File: src/cell_link_pkg.sv
// shared constants, types and states for the cell link port
package cell_link_pkg;
    localparam int         CELL_OCTETS   = 53;
    localparam logic [5:0] CELL_FIRST    = 6'h00;
    localparam logic [5:0] CELL_LAST     = 6'h34;
    localparam logic [5:0] IDLE_PTI_IDX  = 6'h03;
    localparam logic [5:0] IDLE_HEC_IDX  = 6'h04;
    localparam logic [7:0] IDLE_HDR_ZERO = 8'h00;
    localparam logic [7:0] IDLE_HDR_LAST = 8'h01;
    localparam logic [7:0] IDLE_HEC      = 8'h52;
    localparam logic [7:0] IDLE_FILL     = 8'h6a;
    localparam int         RX_PIPE_LEN   = 3;

    typedef struct packed {
        logic       soc;
        logic [7:0] octet;
    } cell_byte_t;

    typedef enum logic [2:0] {
        TX_OFF       = 3'b001,
        TX_IDLE_CELL = 3'b010,
        TX_USER_CELL = 3'b100
    } tx_state_t;
endpackage

File: src/cell_link_port.sv
// cell link port: utopia receive handshakes, transmit cells, mii receive status
`timescale 1ns/10ps
// Summary of operation
// as slave, start-of-cell marks only the first driven octet of each cell.
// as slave, cell-available output is high while a complete cell is stored.
// as master, the far side raises cell-available when it holds a complete cell.
// transmit octets leave on eight lines, bit zero least significant.
// with no queued cell, idle cells are sent instead.
// every cell, idle cells included, is exactly 53 octets.
// mii phy holds receive valid high while presenting valid data.
// carrier sense without receive valid is flagged as a broken header.
// mii phy raises receive error to report a bad frame.
// data and start-of-cell are driven in the cycle after an enable cycle; as slave, start-of-cell is driven in every cycle while slave_on.
// mii phy raises carrier sense while the cable is active.
// after reset, handshake outputs are low and transmit idles until enabled.
module cell_link_port #(
    parameter int CELL_LEN = cell_link_pkg::CELL_OCTETS
) (
    input  wire logic                     mclk_i,
    input  wire logic                     reset_n_i,
    input  wire logic                     chan_enable_i,
    input  wire logic                     utopia_slave_i,
    input  wire logic                     mii_mode_i,
    input  wire cell_link_pkg::cell_byte_t cell_load_i,
    input  wire logic                     cell_load_valid_i,
    output logic                          cell_load_ready_o,
    output cell_link_pkg::cell_byte_t     cell_recv_o,
    output logic                          cell_recv_valid_o,
    input  wire logic                     rxenb_pin_i,
    output logic                          rxenb_o,
    output logic                          rxenb_oe_o,
    input  wire logic                     rxclav_pin_i,
    output logic                          rxclav_o,
    output logic                          rxclav_oe_o,
    input  wire logic [7:0]               rxd_pin_i,
    output logic [7:0]                    rxd_o,
    output logic                          rxd_oe_o,
    input  wire logic                     rxsoc_pin_i,
    output logic                          rxsoc_o,
    output logic                          rxsoc_oe_o,
    input  wire logic [7:0]               tx_byte_i,
    input  wire logic                     tx_valid_i,
    output logic                          tx_ready_o,
    output logic [7:0]                    txd_o,
    output logic                          txsoc_o,
    output logic                          txenb_o,
    input  wire logic                     crs_pin_i,
    input  wire logic                     rx_dv_pin_i,
    input  wire logic                     rx_er_pin_i,
    output logic                          mii_rx_valid_o,
    output logic                          mii_rx_error_o,
    output logic                          mii_broken_header_o
);
    import cell_link_pkg::*;

    // ==========================================================
    // pin synchronisers
    logic [12:0] sync1_reg;
    logic [12:0] sync2_reg;
    wire  [12:0] pins_raw = {crs_pin_i, rx_dv_pin_i, rx_er_pin_i, rxsoc_pin_i,
                             rxd_pin_i, rxenb_pin_i};
    always_ff @(posedge mclk_i) begin
        sync1_reg <= pins_raw;
        sync2_reg <= sync1_reg;
    end
    wire       rxenb_sync = sync2_reg[0];
    wire [7:0] rxd_sync   = sync2_reg[8:1];
    wire       soc_sync   = sync2_reg[9];
    wire       er_sync    = sync2_reg[10];
    wire       dv_sync    = sync2_reg[11];
    wire       crs_sync   = sync2_reg[12];

    logic clav_s1_reg;
    logic clav_s2_reg;
    always_ff @(posedge mclk_i) begin
        clav_s1_reg <= rxclav_pin_i;
        clav_s2_reg <= clav_s1_reg;
    end

    wire utopia_on  = chan_enable_i && !mii_mode_i;
    wire slave_on   = utopia_on && utopia_slave_i;
    wire master_on  = utopia_on && !utopia_slave_i;

    // ==========================================================
    // slave receive: cell store and drive toward the master
    logic [7:0] cell_mem [CELL_LEN];
    logic [5:0] wr_idx_reg;
    logic [5:0] rd_idx_reg;
    logic       full_reg;
    logic       drive_reg;
    logic       rxsoc_reg;
    logic [7:0] rxd_reg;

    wire load_fire = cell_load_valid_i && cell_load_ready_o;
    wire send_fire = slave_on && full_reg && rxenb_sync;
    wire wr_last   = (wr_idx_reg == CELL_LAST);
    wire rd_last   = (rd_idx_reg == CELL_LAST);
    assign cell_load_ready_o = slave_on && !full_reg;

    always_ff @(posedge mclk_i) begin
        if (load_fire) begin
            cell_mem[wr_idx_reg] <= cell_load_i.octet;
        end
    end

    always_ff @(posedge mclk_i) begin
        if (!reset_n_i || !slave_on) begin
            wr_idx_reg <= CELL_FIRST;
            rd_idx_reg <= CELL_FIRST;
            full_reg   <= 1'b0;
            drive_reg  <= 1'b0;
            rxsoc_reg  <= 1'b0;
            rxd_reg    <= IDLE_HDR_ZERO;
        end else begin
            drive_reg <= send_fire;
            rxsoc_reg <= send_fire && (rd_idx_reg == CELL_FIRST);
            if (send_fire) begin
                rxd_reg    <= cell_mem[rd_idx_reg];
                rd_idx_reg <= rd_last ? CELL_FIRST : rd_idx_reg + 6'h01;
            end
            if (load_fire) begin
                wr_idx_reg <= wr_last ? CELL_FIRST : wr_idx_reg + 6'h01;
            end
            if (load_fire && wr_last) begin
                full_reg <= 1'b1;
            end else if (send_fire && rd_last) begin
                full_reg <= 1'b0;
            end
        end
    end

    // ==========================================================
    // master receive: enable toward phy, capture after the enable
    logic                   rxenb_reg;
    logic [RX_PIPE_LEN-1:0] enb_pipe_reg;
    cell_byte_t             recv_reg;
    logic                   recv_valid_reg;

    always_ff @(posedge mclk_i) begin
        if (!reset_n_i || !master_on) begin
            rxenb_reg      <= 1'b0;
            enb_pipe_reg   <= '0;
            recv_reg       <= '0;
            recv_valid_reg <= 1'b0;
        end else begin
            rxenb_reg      <= clav_s2_reg;
            enb_pipe_reg   <= {enb_pipe_reg[RX_PIPE_LEN-2:0], rxenb_reg};
            recv_valid_reg <= enb_pipe_reg[RX_PIPE_LEN-1];
            if (enb_pipe_reg[RX_PIPE_LEN-1]) begin
                recv_reg <= '{soc: soc_sync, octet: rxd_sync};
            end
        end
    end

    assign rxenb_o           = rxenb_reg;
    assign rxenb_oe_o        = master_on;
    assign rxclav_o          = full_reg;
    assign rxclav_oe_o       = slave_on;
    assign rxd_o             = rxd_reg;
    assign rxd_oe_o          = drive_reg;
    assign rxsoc_o           = rxsoc_reg;
    assign rxsoc_oe_o        = slave_on;
    assign cell_recv_o       = recv_reg;
    assign cell_recv_valid_o = recv_valid_reg;

    // ==========================================================
    // transmit: user cells or idle cells, 53 octets each
    tx_state_t  tx_state_reg;
    tx_state_t  tx_state_next;
    logic [5:0] tx_cnt_reg;
    logic [7:0] txd_reg;
    logic       txsoc_reg;
    logic       txenb_reg;

    wire tx_cnt_last = (tx_cnt_reg == CELL_LAST);
    wire tx_user_go  = (tx_state_reg == TX_USER_CELL) && tx_valid_i;
    wire tx_idle_go  = (tx_state_reg == TX_IDLE_CELL);
    wire tx_emit     = tx_user_go || tx_idle_go;
    wire [7:0] idle_octet = (tx_cnt_reg == IDLE_HEC_IDX) ? IDLE_HEC :
                            (tx_cnt_reg == IDLE_PTI_IDX) ? IDLE_HDR_LAST :
                            (tx_cnt_reg <  IDLE_PTI_IDX) ? IDLE_HDR_ZERO : IDLE_FILL;
    wire tx_pick_user = tx_valid_i;
    wire tx_user_starve = (tx_state_reg == TX_USER_CELL) && (tx_cnt_reg == CELL_FIRST) &&
                          !tx_valid_i;
    assign tx_ready_o = (tx_state_reg == TX_USER_CELL);

    always_comb begin
        tx_state_next = tx_state_reg;
        unique case (tx_state_reg)
            TX_OFF: begin
                tx_state_next = tx_pick_user ? TX_USER_CELL : TX_IDLE_CELL;
            end
            TX_IDLE_CELL, TX_USER_CELL: begin
                if (tx_emit && tx_cnt_last) begin
                    tx_state_next = tx_pick_user ? TX_USER_CELL : TX_IDLE_CELL;
                end else if (tx_user_starve) begin
                    tx_state_next = TX_IDLE_CELL;
                end
            end
            default: tx_state_next = TX_OFF;
        endcase
    end

    always_ff @(posedge mclk_i) begin
        if (!reset_n_i || !utopia_on) begin
            tx_state_reg <= TX_OFF;
            tx_cnt_reg   <= CELL_FIRST;
            txd_reg      <= IDLE_HDR_ZERO;
            txsoc_reg    <= 1'b0;
            txenb_reg    <= 1'b0;
        end else begin
            tx_state_reg <= tx_state_next;
            txenb_reg    <= tx_emit;
            txsoc_reg    <= tx_emit && (tx_cnt_reg == CELL_FIRST);
            if (tx_emit) begin
                txd_reg    <= tx_user_go ? tx_byte_i : idle_octet;
                tx_cnt_reg <= tx_cnt_last ? CELL_FIRST : tx_cnt_reg + 6'h01;
            end
        end
    end

    assign txd_o   = txd_reg;
    assign txsoc_o = txsoc_reg;
    assign txenb_o = txenb_reg;

    // ==========================================================
    // mii receive status
    logic mii_valid_reg;
    logic mii_error_reg;
    logic mii_broken_reg;
    wire  mii_on = chan_enable_i && mii_mode_i;

    always_ff @(posedge mclk_i) begin
        if (!reset_n_i || !mii_on) begin
            mii_valid_reg  <= 1'b0;
            mii_error_reg  <= 1'b0;
            mii_broken_reg <= 1'b0;
        end else begin
            mii_valid_reg  <= dv_sync;
            mii_error_reg  <= dv_sync && er_sync;
            mii_broken_reg <= crs_sync && !dv_sync;
        end
    end

    assign mii_rx_valid_o      = mii_valid_reg;
    assign mii_rx_error_o      = mii_error_reg;
    assign mii_broken_header_o = mii_broken_reg;

    // ==========================================================
    // assertions
    a_soc_first_only: assert property (@(posedge mclk_i) disable iff (!reset_n_i)
        rxsoc_o |-> rxd_oe_o && $past(rd_idx_reg) == CELL_FIRST)
        else $error("start of cell not on first octet");
    a_clav_after_load: assert property (@(posedge mclk_i) disable iff (!reset_n_i)
        (load_fire && wr_last && slave_on) ##1 slave_on |-> rxclav_o)
        else $error("cell available missing after full cell");
    a_drive_after_enb: assert property (@(posedge mclk_i) disable iff (!reset_n_i)
        rxd_oe_o |-> $past(rxenb_sync) && $past(full_reg))
        else $error("receive data driven without enable");
    a_master_enb_clav: assert property (@(posedge mclk_i) disable iff (!reset_n_i)
        master_on && $past(master_on) && rxenb_o |-> $past(clav_s2_reg))
        else $error("receive enable without cell available");
    a_tx_cell_length: assert property (@(posedge mclk_i) disable iff (!reset_n_i || !utopia_on)
        txsoc_o && tx_idle_go |-> ##1 (!txsoc_o && txenb_o) [*8])
        else $error("idle cell start repeats too early");
    a_idle_hec_octet: assert property (@(posedge mclk_i) disable iff (!reset_n_i)
        tx_idle_go && tx_cnt_reg == IDLE_HEC_IDX && utopia_on |=> txd_o == IDLE_HEC)
        else $error("idle cell header check octet wrong");
    a_tx_user_data: assert property (@(posedge mclk_i) disable iff (!reset_n_i)
        tx_user_go && utopia_on |=> txd_o == $past(tx_byte_i) && txenb_o)
        else $error("transmit octet not carried through");
    a_broken_header: assert property (@(posedge mclk_i) disable iff (!reset_n_i)
        mii_on && $past(mii_on) && $past(crs_sync) && !$past(dv_sync) |-> mii_broken_header_o)
        else $error("broken header not flagged");
    a_reset_quiet: assert property (@(posedge mclk_i)
        !reset_n_i ##1 1'b1 |-> !rxsoc_o && !rxclav_o && !txenb_o && !txsoc_o)
        else $error("outputs active after reset");
endmodule // cell_link_port

File: config.mk
export PLATFORM = sky130hd
export DESIGN_NAME = cell_link_port
export DESIGN_NICKNAME = d
export VERILOG_FILES = /design/src/cell_link_pkg.sv /design/src/cell_link_port.sv
export SDC_FILE = /design/constraint.sdc
export NUM_CORES = 1
export LEC_CHECK = 0
export BUFFER_PORTS_ARGS = -buffer_cell sky130_fd_sc_hd__clkbuf_2
export CORE_AREA = 2 2 203 225
export CTS_CLUSTER_DIAMETER = 80
export DETAILED_ROUTE_END_ITERATION = 8
export DIE_AREA = 0 0 205 227
export GPL_ROUTABILITY_DRIVEN = 0
export PLACE_DENSITY = 0.68
export RECOVER_POWER = 100
export SLEW_MARGIN = 20
export SYNTH_ARGS = -nofsm -noshare
export SYNTH_HDL_FRONTEND = slang
export SYNTH_SLANG_ARGS = --single-unit
File: constraint.sdc
create_clock -name mclk_i -period 2.5 [get_ports mclk_i]
set_input_delay 0.25 -clock mclk_i [delete_from_list [all_inputs] [get_ports mclk_i]]
set_output_delay 0.25 -clock mclk_i [all_outputs]
set_load 0.02 [all_outputs]
==> impl_metrics.yaml, run 1 <==
routing:
  dr_wl_met2_microns: 21200
  drtAntennaViolNets: 0
  drc: 0
  routed.top_layer: "met5"
  wirelength_microns: 43700
  wl_met3_microns: 3410
  wl_met1_microns: 17800
  drt_first_pass_iters: 7
  avgRoutedWirePerCell_microns: 22.5
  drtIter0Drc: 948
  routed-via-count: 10700
  routed_via_density: 5.52
layout:
  drive_gt1_share_pct: 20.7
  layout.nets: 1372
  largest_register_ffs: 424
  area_growth_pct: 16.1
logic_synthesis:
  syn-cell-area_sq_mm: 0.0196
  ys_warn_count: 0
  syn_nets: 1163
  ys_ff_latch: 511
  synth_edf_count: 424
  postSynthAreaPerCell_sq_um: 17.6
  ys_seq_area_share_pct: 73.7
  yosys-top-cells-count: "424 x edfxtp_1, 112 x nor2_1, 87 x dfxtp_1, 63 x mux4_2, 42 x mux2i_1"
  synth_top_area_share_pct: 64.8
  async_reset_ff_share_pct: 0
  synth_cell_types: 63
  synth_area_leaders: "edfxtp_1 65%, dfxtp_1 8.9%, mux4_2 7.2%"
  synth_ff_type: "edfxtp_1"
  synth_area_leader_cell: "edfxtp_1"
  netlist_instances: 1119
  yosysMostFrequentCell: "edfxtp_1"
sta:
  fin_crit_sh_pct: 91.7
  fin_setup_tns_ns: 0
  fmax_mhz: 436
  slew-limit-headroom_pct: -11.1
  timing.hold.ws_ns: 0.0368
  fin_crit_ns: 2.29
  rsz0062_at_grt: "false"
  hold_violations: 0
  setup_viol: 0
  worst_pin_slew_ns: 1.67
  worst_slack_ns: 0.208
  clock_skew_ns: 0.0178
  timing.final.max_slew_violations: 72
die:
  start_util_pct: 44.5
  die_x_microns: 205
  rows: 81
  io_pins: 78
  die-height_microns: 227
  core_sq_mm: 0.0442
  die_area_sq_mm: 0.0465
global_route:
  grt-ovfl-total: 0
  grt_pass1_vias: 10600
  grt_pass1_wl_microns: 64300
  grt_util_all_layers_pct: 18.7
  grt_start_max_net_pins: 54
  antenna_found_initial: 4
job:
  drv_cap: 2
cts:
  numClockSinks: 511
  cts_buffers: 47
  cts_tree: "yes"
  cts.path.max_buffers: 3
  clk_latency_ns: 0.56
  clk_pin_slew_worst_paths_ns: 0.06
  post_cts_buffers: 0
  h-tree-depth: 2
  root_buffer: "clkbuf_16"
min_path:
  hold_path.class: "input port to flip-flop"
critical_path:
  reg2reg_slack_ns: 0.21
  cp-start-kind: "flip-flop"
  cp.required_ns: 2.93
  cp.arrival_ns: 2.72
  cp_max_fo: 16
  timing.critical_path.to_type: "flip-flop"
  path_class: "flip-flop to flip-flop"
power_and_ir_drop:
  power_leakage_nw: 7.38
  max-vdd-ir-drop_v: 0.000427
  power_per_cell_area_mw_per_mm2: 717
  power.total_mw: 16.4
place:
  dp_slack_ns: 0.231
  io_buffers: 76
  place_hpwl_microns: 28900
outcome:
  status: "complete, but fails checks"
  failed_checks: "capacitance limit, slew limit"
layer usage:
metal,global-route usage [%],vias to the layer above
li1,-,4834
met1,24.5,5422
met2,30.3,359
met3,5.08,87
met4,6.31,6
met5,0,-
worst paths after layout:
kind,from,endpoint,depth (start not counted)
min,tx_byte_i[1],txd_o[1]$_SDFFE_PP0P_,3
min reg2reg,sync1_reg[8]$_DFF_P_,sync2_reg[8]$_DFF_P_,0
max,rd_idx_reg[2]$_SDFFE_PP0P_,rxd_o[5]$_SDFFE_PP0P_,7
max reg2reg,rd_idx_reg[2]$_SDFFE_PP0P_,rxd_o[5]$_SDFFE_PP0P_,7
repair_timing:
action                                  4_1_cts  5_1_grt
endpoints found under the setup margin        0        0
hold buffers                                 21        0
gates resized for setup                       0        0
hold endpoints to repair                     21        0
cell usage in the layout, fill, tap and decap left out, types with 6 or more instances in the layout:
| cell type | count |
|---|---|
| edfxtp_1 | 424 |
| nor2_1 | 112 |
| clkbuf_1 | 91 |
| dfxtp_1 | 85 |
| mux4_2 | 63 |
| clkbuf_2 | 54 |
| clkbuf_16 | 52 |
| buf_4 | 52 |
| mux2i_1 | 42 |
| nand2_1 | 39 |
| mux2_2 | 34 |
| o22ai_1 | 32 |
| a21oi_1 | 22 |
| dlygate4sd3_1 | 21 |
| nand3_1 | 14 |
| o21ai_0 | 14 |
| a211oi_1 | 13 |
| mux4_1 | 12 |
| inv_1 | 11 |
| nor3_1 | 11 |
| xnor2_1 | 10 |
| nand2b_1 | 10 |
| nor2b_1 | 9 |
| a22oi_1 | 8 |
| o31ai_1 | 8 |
| nand3b_1 | 7 |
| xor2_1 | 7 |
| clkinv_1 | 7 |
| buf_12 | 7 |
| and2_1 | 6 |
| ha_1 | 6 |
metrics by stage:
step,utilization [%],std cells,instance area [sq um]
2_1_floorplan,-,1119,19600
3_3_place_gp,48.4,1839,21400
3_5_place_dp,48.4,1839,21400
4_1_cts,52.2,1939,23100
5_1_grt,51.6,1939,22800
6_report,51.6,1940,22800
kinds of logic after synthesis:
family          Yosys count  synth area share, %
xor+xnor                 17                0.758
fa+ha+maj                 6                0.382
mux                     151                 12.9
compound gates          123                 4.34
buf+inv                  67                 2.00
flops                   511                 73.7
simple gates            244                 5.92
power breakdown:
group	switching, mW	total (mW)	internal [mW]
clock network	2.94	6.87	3.94
registers	0.00968	9.25	9.24
logic	0.172	0.232	0.0603
worst max-delay path, stage by stage, from the launching register on:
cell and delay, ns:
dfxtp_1 0.50, buf_12 0.26, or2_2 0.37, o22ai_1 0.36, buf_4 0.18, o21ai_0 0.06
o31ai_1 0.31, a31oi_1 0.11
cell type report:
type                    count  area, sq um
diodes                      1         2.50
clock buffers              66         1380
clock inverters            13         87.6
fillers                  3582        21400
inverters                  12         45.0
multi-input cells         541         4760
flip-flops and latches    511        14500
well taps                 581          727
repair buffers            215         1320
No activity file was read; power rests on OpenSTA's default activity.
==> run 2, diff against run 1 <==
--- a/config.mk
+++ b/config.mk
@@ -11,7 +11,7 @@
 export DETAILED_ROUTE_END_ITERATION = 8
 export DIE_AREA = 0 0 205 227
 export GPL_ROUTABILITY_DRIVEN = 0
-export PLACE_DENSITY = 0.68
+export PLACE_DENSITY = 0.7
 export RECOVER_POWER = 100
 export SLEW_MARGIN = 20
 export SYNTH_ARGS = -nofsm -noshare
==> constraint.sdc (replaced) <==
create_clock -name mclk_i -period 1.9 [get_ports mclk_i]
set_input_delay 0.19 -clock mclk_i [delete_from_list [all_inputs] [get_ports mclk_i]]
set_output_delay 0.19 -clock mclk_i [all_outputs]
set_load 0.02 [all_outputs]
==> impl_metrics.yaml, run 2 (synthesis gave the netlist of run 1 again) <==
critical_path:
  r2r_end: "rxd_o[6]$_SDFFE_PP0P_"
  cp.required_ns: 2.35
  timing.critical_path.to_type: "flip-flop"
  cp.arrival_ns: 2.49
  r2r-start: "rd_idx_reg[0]$_SDFFE_PP0P_"
  reg2reg_depth: 8
  path_class: "flip-flop to flip-flop"
  reg2reg_slack_ns: -0.14
  cp-start-kind: "flip-flop"
  cp_max_fo: 5
layout:
  layout.cells.non_filler: 2032
  utilization_pct: 55.0
  largest_register_ffs: 424
  antenna_cells: 0
  final_common_cell: "edfxtp_1"
  ff_latch_area_sq_mm: 0.0145
  fillCellCount: 3486
  most-common-layout-cells: "424 x edfxtp_1, 117 x buf_4, 110 x nor2_1"
  layout.nets: 1457
  drive_gt1_share_pct: 32.7
  area_growth_pct: 23.6
  multi_input_area_sq_mm: 0.00507
sta:
  fin_crit_ns: 2.04
  timing.final.max_slew_violations: 0
  fin_crit_sh_pct: 108
  clock_skew_ns: 0.0254
  fmax_mhz: 489
  slew-limit-headroom_pct: 20.4
  rsz0062_at_grt: "true"
  hold_violations: 0
  worst_slack_ns: -0.144
  worst_pin_slew_ns: 1.19
  setup_viol: 10
global_route:
  grt_start_max_net_pins: 54
  grt_pass1_wl_microns: 69400
  grt-ovfl-total: 0
  antenna_found_initial: 0
  grt_pass1_vias: 11200
  grt_util_all_layers_pct: 20.1
place:
  io_buffers: 76
  dp.cells: 1897
  place_hpwl_microns: 29900
routing:
  routed_via_density: 5.59
  drtIter0Drc: 1056
  avgRoutedWirePerCell_microns: 22.9
  routed-via-count: 11400
  drc: 0
  drtAntennaViolNets: 0
  wirelength_microns: 46600
  drt_first_pass_iters: 5
power_and_ir_drop:
  power_per_cell_area_mw_per_mm2: 926
  power_leakage_nw: 8.04
  max-vdd-ir-drop_v: 0.000744
  power.total_mw: 22.5
die:
  start_util_pct: 44.5
  io_pins: 78
  die_x_microns: 205
  die-height_microns: 227
  die_area_sq_mm: 0.0465
  core_sq_mm: 0.0442
  rows: 81
min_path:
  hold-path-endpoint: "mii_rx_valid_o$_SDFF_PP0_"
  hp-start: "reset_n_i"
  holdPathStages: 3
  hold_path.class: "input port to flip-flop"
cts:
  cts_buffers: 48
  numClockSinks: 511
  cts_tree: "yes"
  root_buffer: "clkbuf_16"
  cts.path.max_buffers: 3
  clk_latency_ns: 0.57
  clk_pin_slew_worst_paths_ns: 0.06
  h-tree-depth: 2
outcome:
  status: "complete, but fails checks"
  failed_checks: "setup timing"
job:
  drv_cap: 0
## run 2: worst max-delay path by stage
stage | start | endpoint | cells past startpoint
floorplan | mii_mode_i | cell_mem[26][0]$_DFFE_PP_ | 6
global placement | rd_idx_reg[0]$_SDFFE_PP0P_ | rxd_o[7]$_SDFFE_PP0P_ | 7
detailed placement | rd_idx_reg[0]$_SDFFE_PP0P_ | rxd_o[3]$_SDFFE_PP0P_ | 7
CTS | rd_idx_reg[0]$_SDFFE_PP0P_ | rxd_o[6]$_SDFFE_PP0P_ | 8
global route | rd_idx_reg[0]$_SDFFE_PP0P_ | rxd_o[1]$_SDFFE_PP0P_ | 8
finish | rd_idx_reg[0]$_SDFFE_PP0P_ | rxd_o[6]$_SDFFE_PP0P_ | 8
## run 2: through the flow
stage / setup WS [ns] / setup TNS (ns) / hold slack (ns) / cell area, sq um
floorplan: -0.0902 / -19.34 / 0.218 / 19700
global placement: -0.272 / -10.68 / 0.292 / 22000
detailed placement: -0.268 / -9.64 / 0.294 / 22000
CTS: -0.0974 / -0.672 / 0.0319 / 24300
global route: -0.181 / -13.40 / 0.0662 / 24300
finish: -0.144 / -0.790 / 0.0560 / 24300
## run 2: layer usage
| layer | vias up | wire, microns | GRT usage [%] |
|---|---|---|---|
| met5 | - | 0 | 0 |
| met4 | 0 | 1820 | 7.61 |
| met3 | 100 | 3200 | 3.61 |
| met2 | 417 | 23100 | 34.0 |
| met1 | 5852 | 18500 | 25.9 |
| li1 | 4995 | - | - |
## run 2: layout make-up
type / instances / area share [%]
Inverter: 12 / 0.196
Clock inverter: 33 / 1.69
Timing Repair Buffer: 299 / 9.50
Sequential cell: 511 / 59.6
Clock buffer: 55 / 5.09
Tap cell: 581 / 2.99
Multi-Input combinational cell: 541 / 20.9
## run 2: power by group
| group | leakage (nW) | switching [mW] | internal, mW |
|---|---|---|---|
| sequential | 4.52 | 0.0149 | 12.2 |
| combinational | 2.72 | 0.231 | 0.0988 |
| clock | 0.799 | 4.09 | 5.92 |
| total | 8.04 | 4.33 | 18.2 |
## run 2: critical path: stages, from the launching register on
cell and delay, ns:
dfxtp_4 0.39, buf_12 0.14, buf_12 0.11, buf_12 0.11
mux4_2 0.52, mux2i_4 0.20, o22ai_2 0.16, nor3_2 0.21
a21oi_1 0.09
## run 2: repair_timing
item | 4_1_cts | 5_1_grt
setup buffers | 16 | 5
resized for setup | 60 | 41
hold buffers | 24 | 0
endpoints found under the hold margin | 32 | 0
gates cloned | 2 | 0
pin swaps | 18 | 15
setup endpoints to repair | 10 | 229
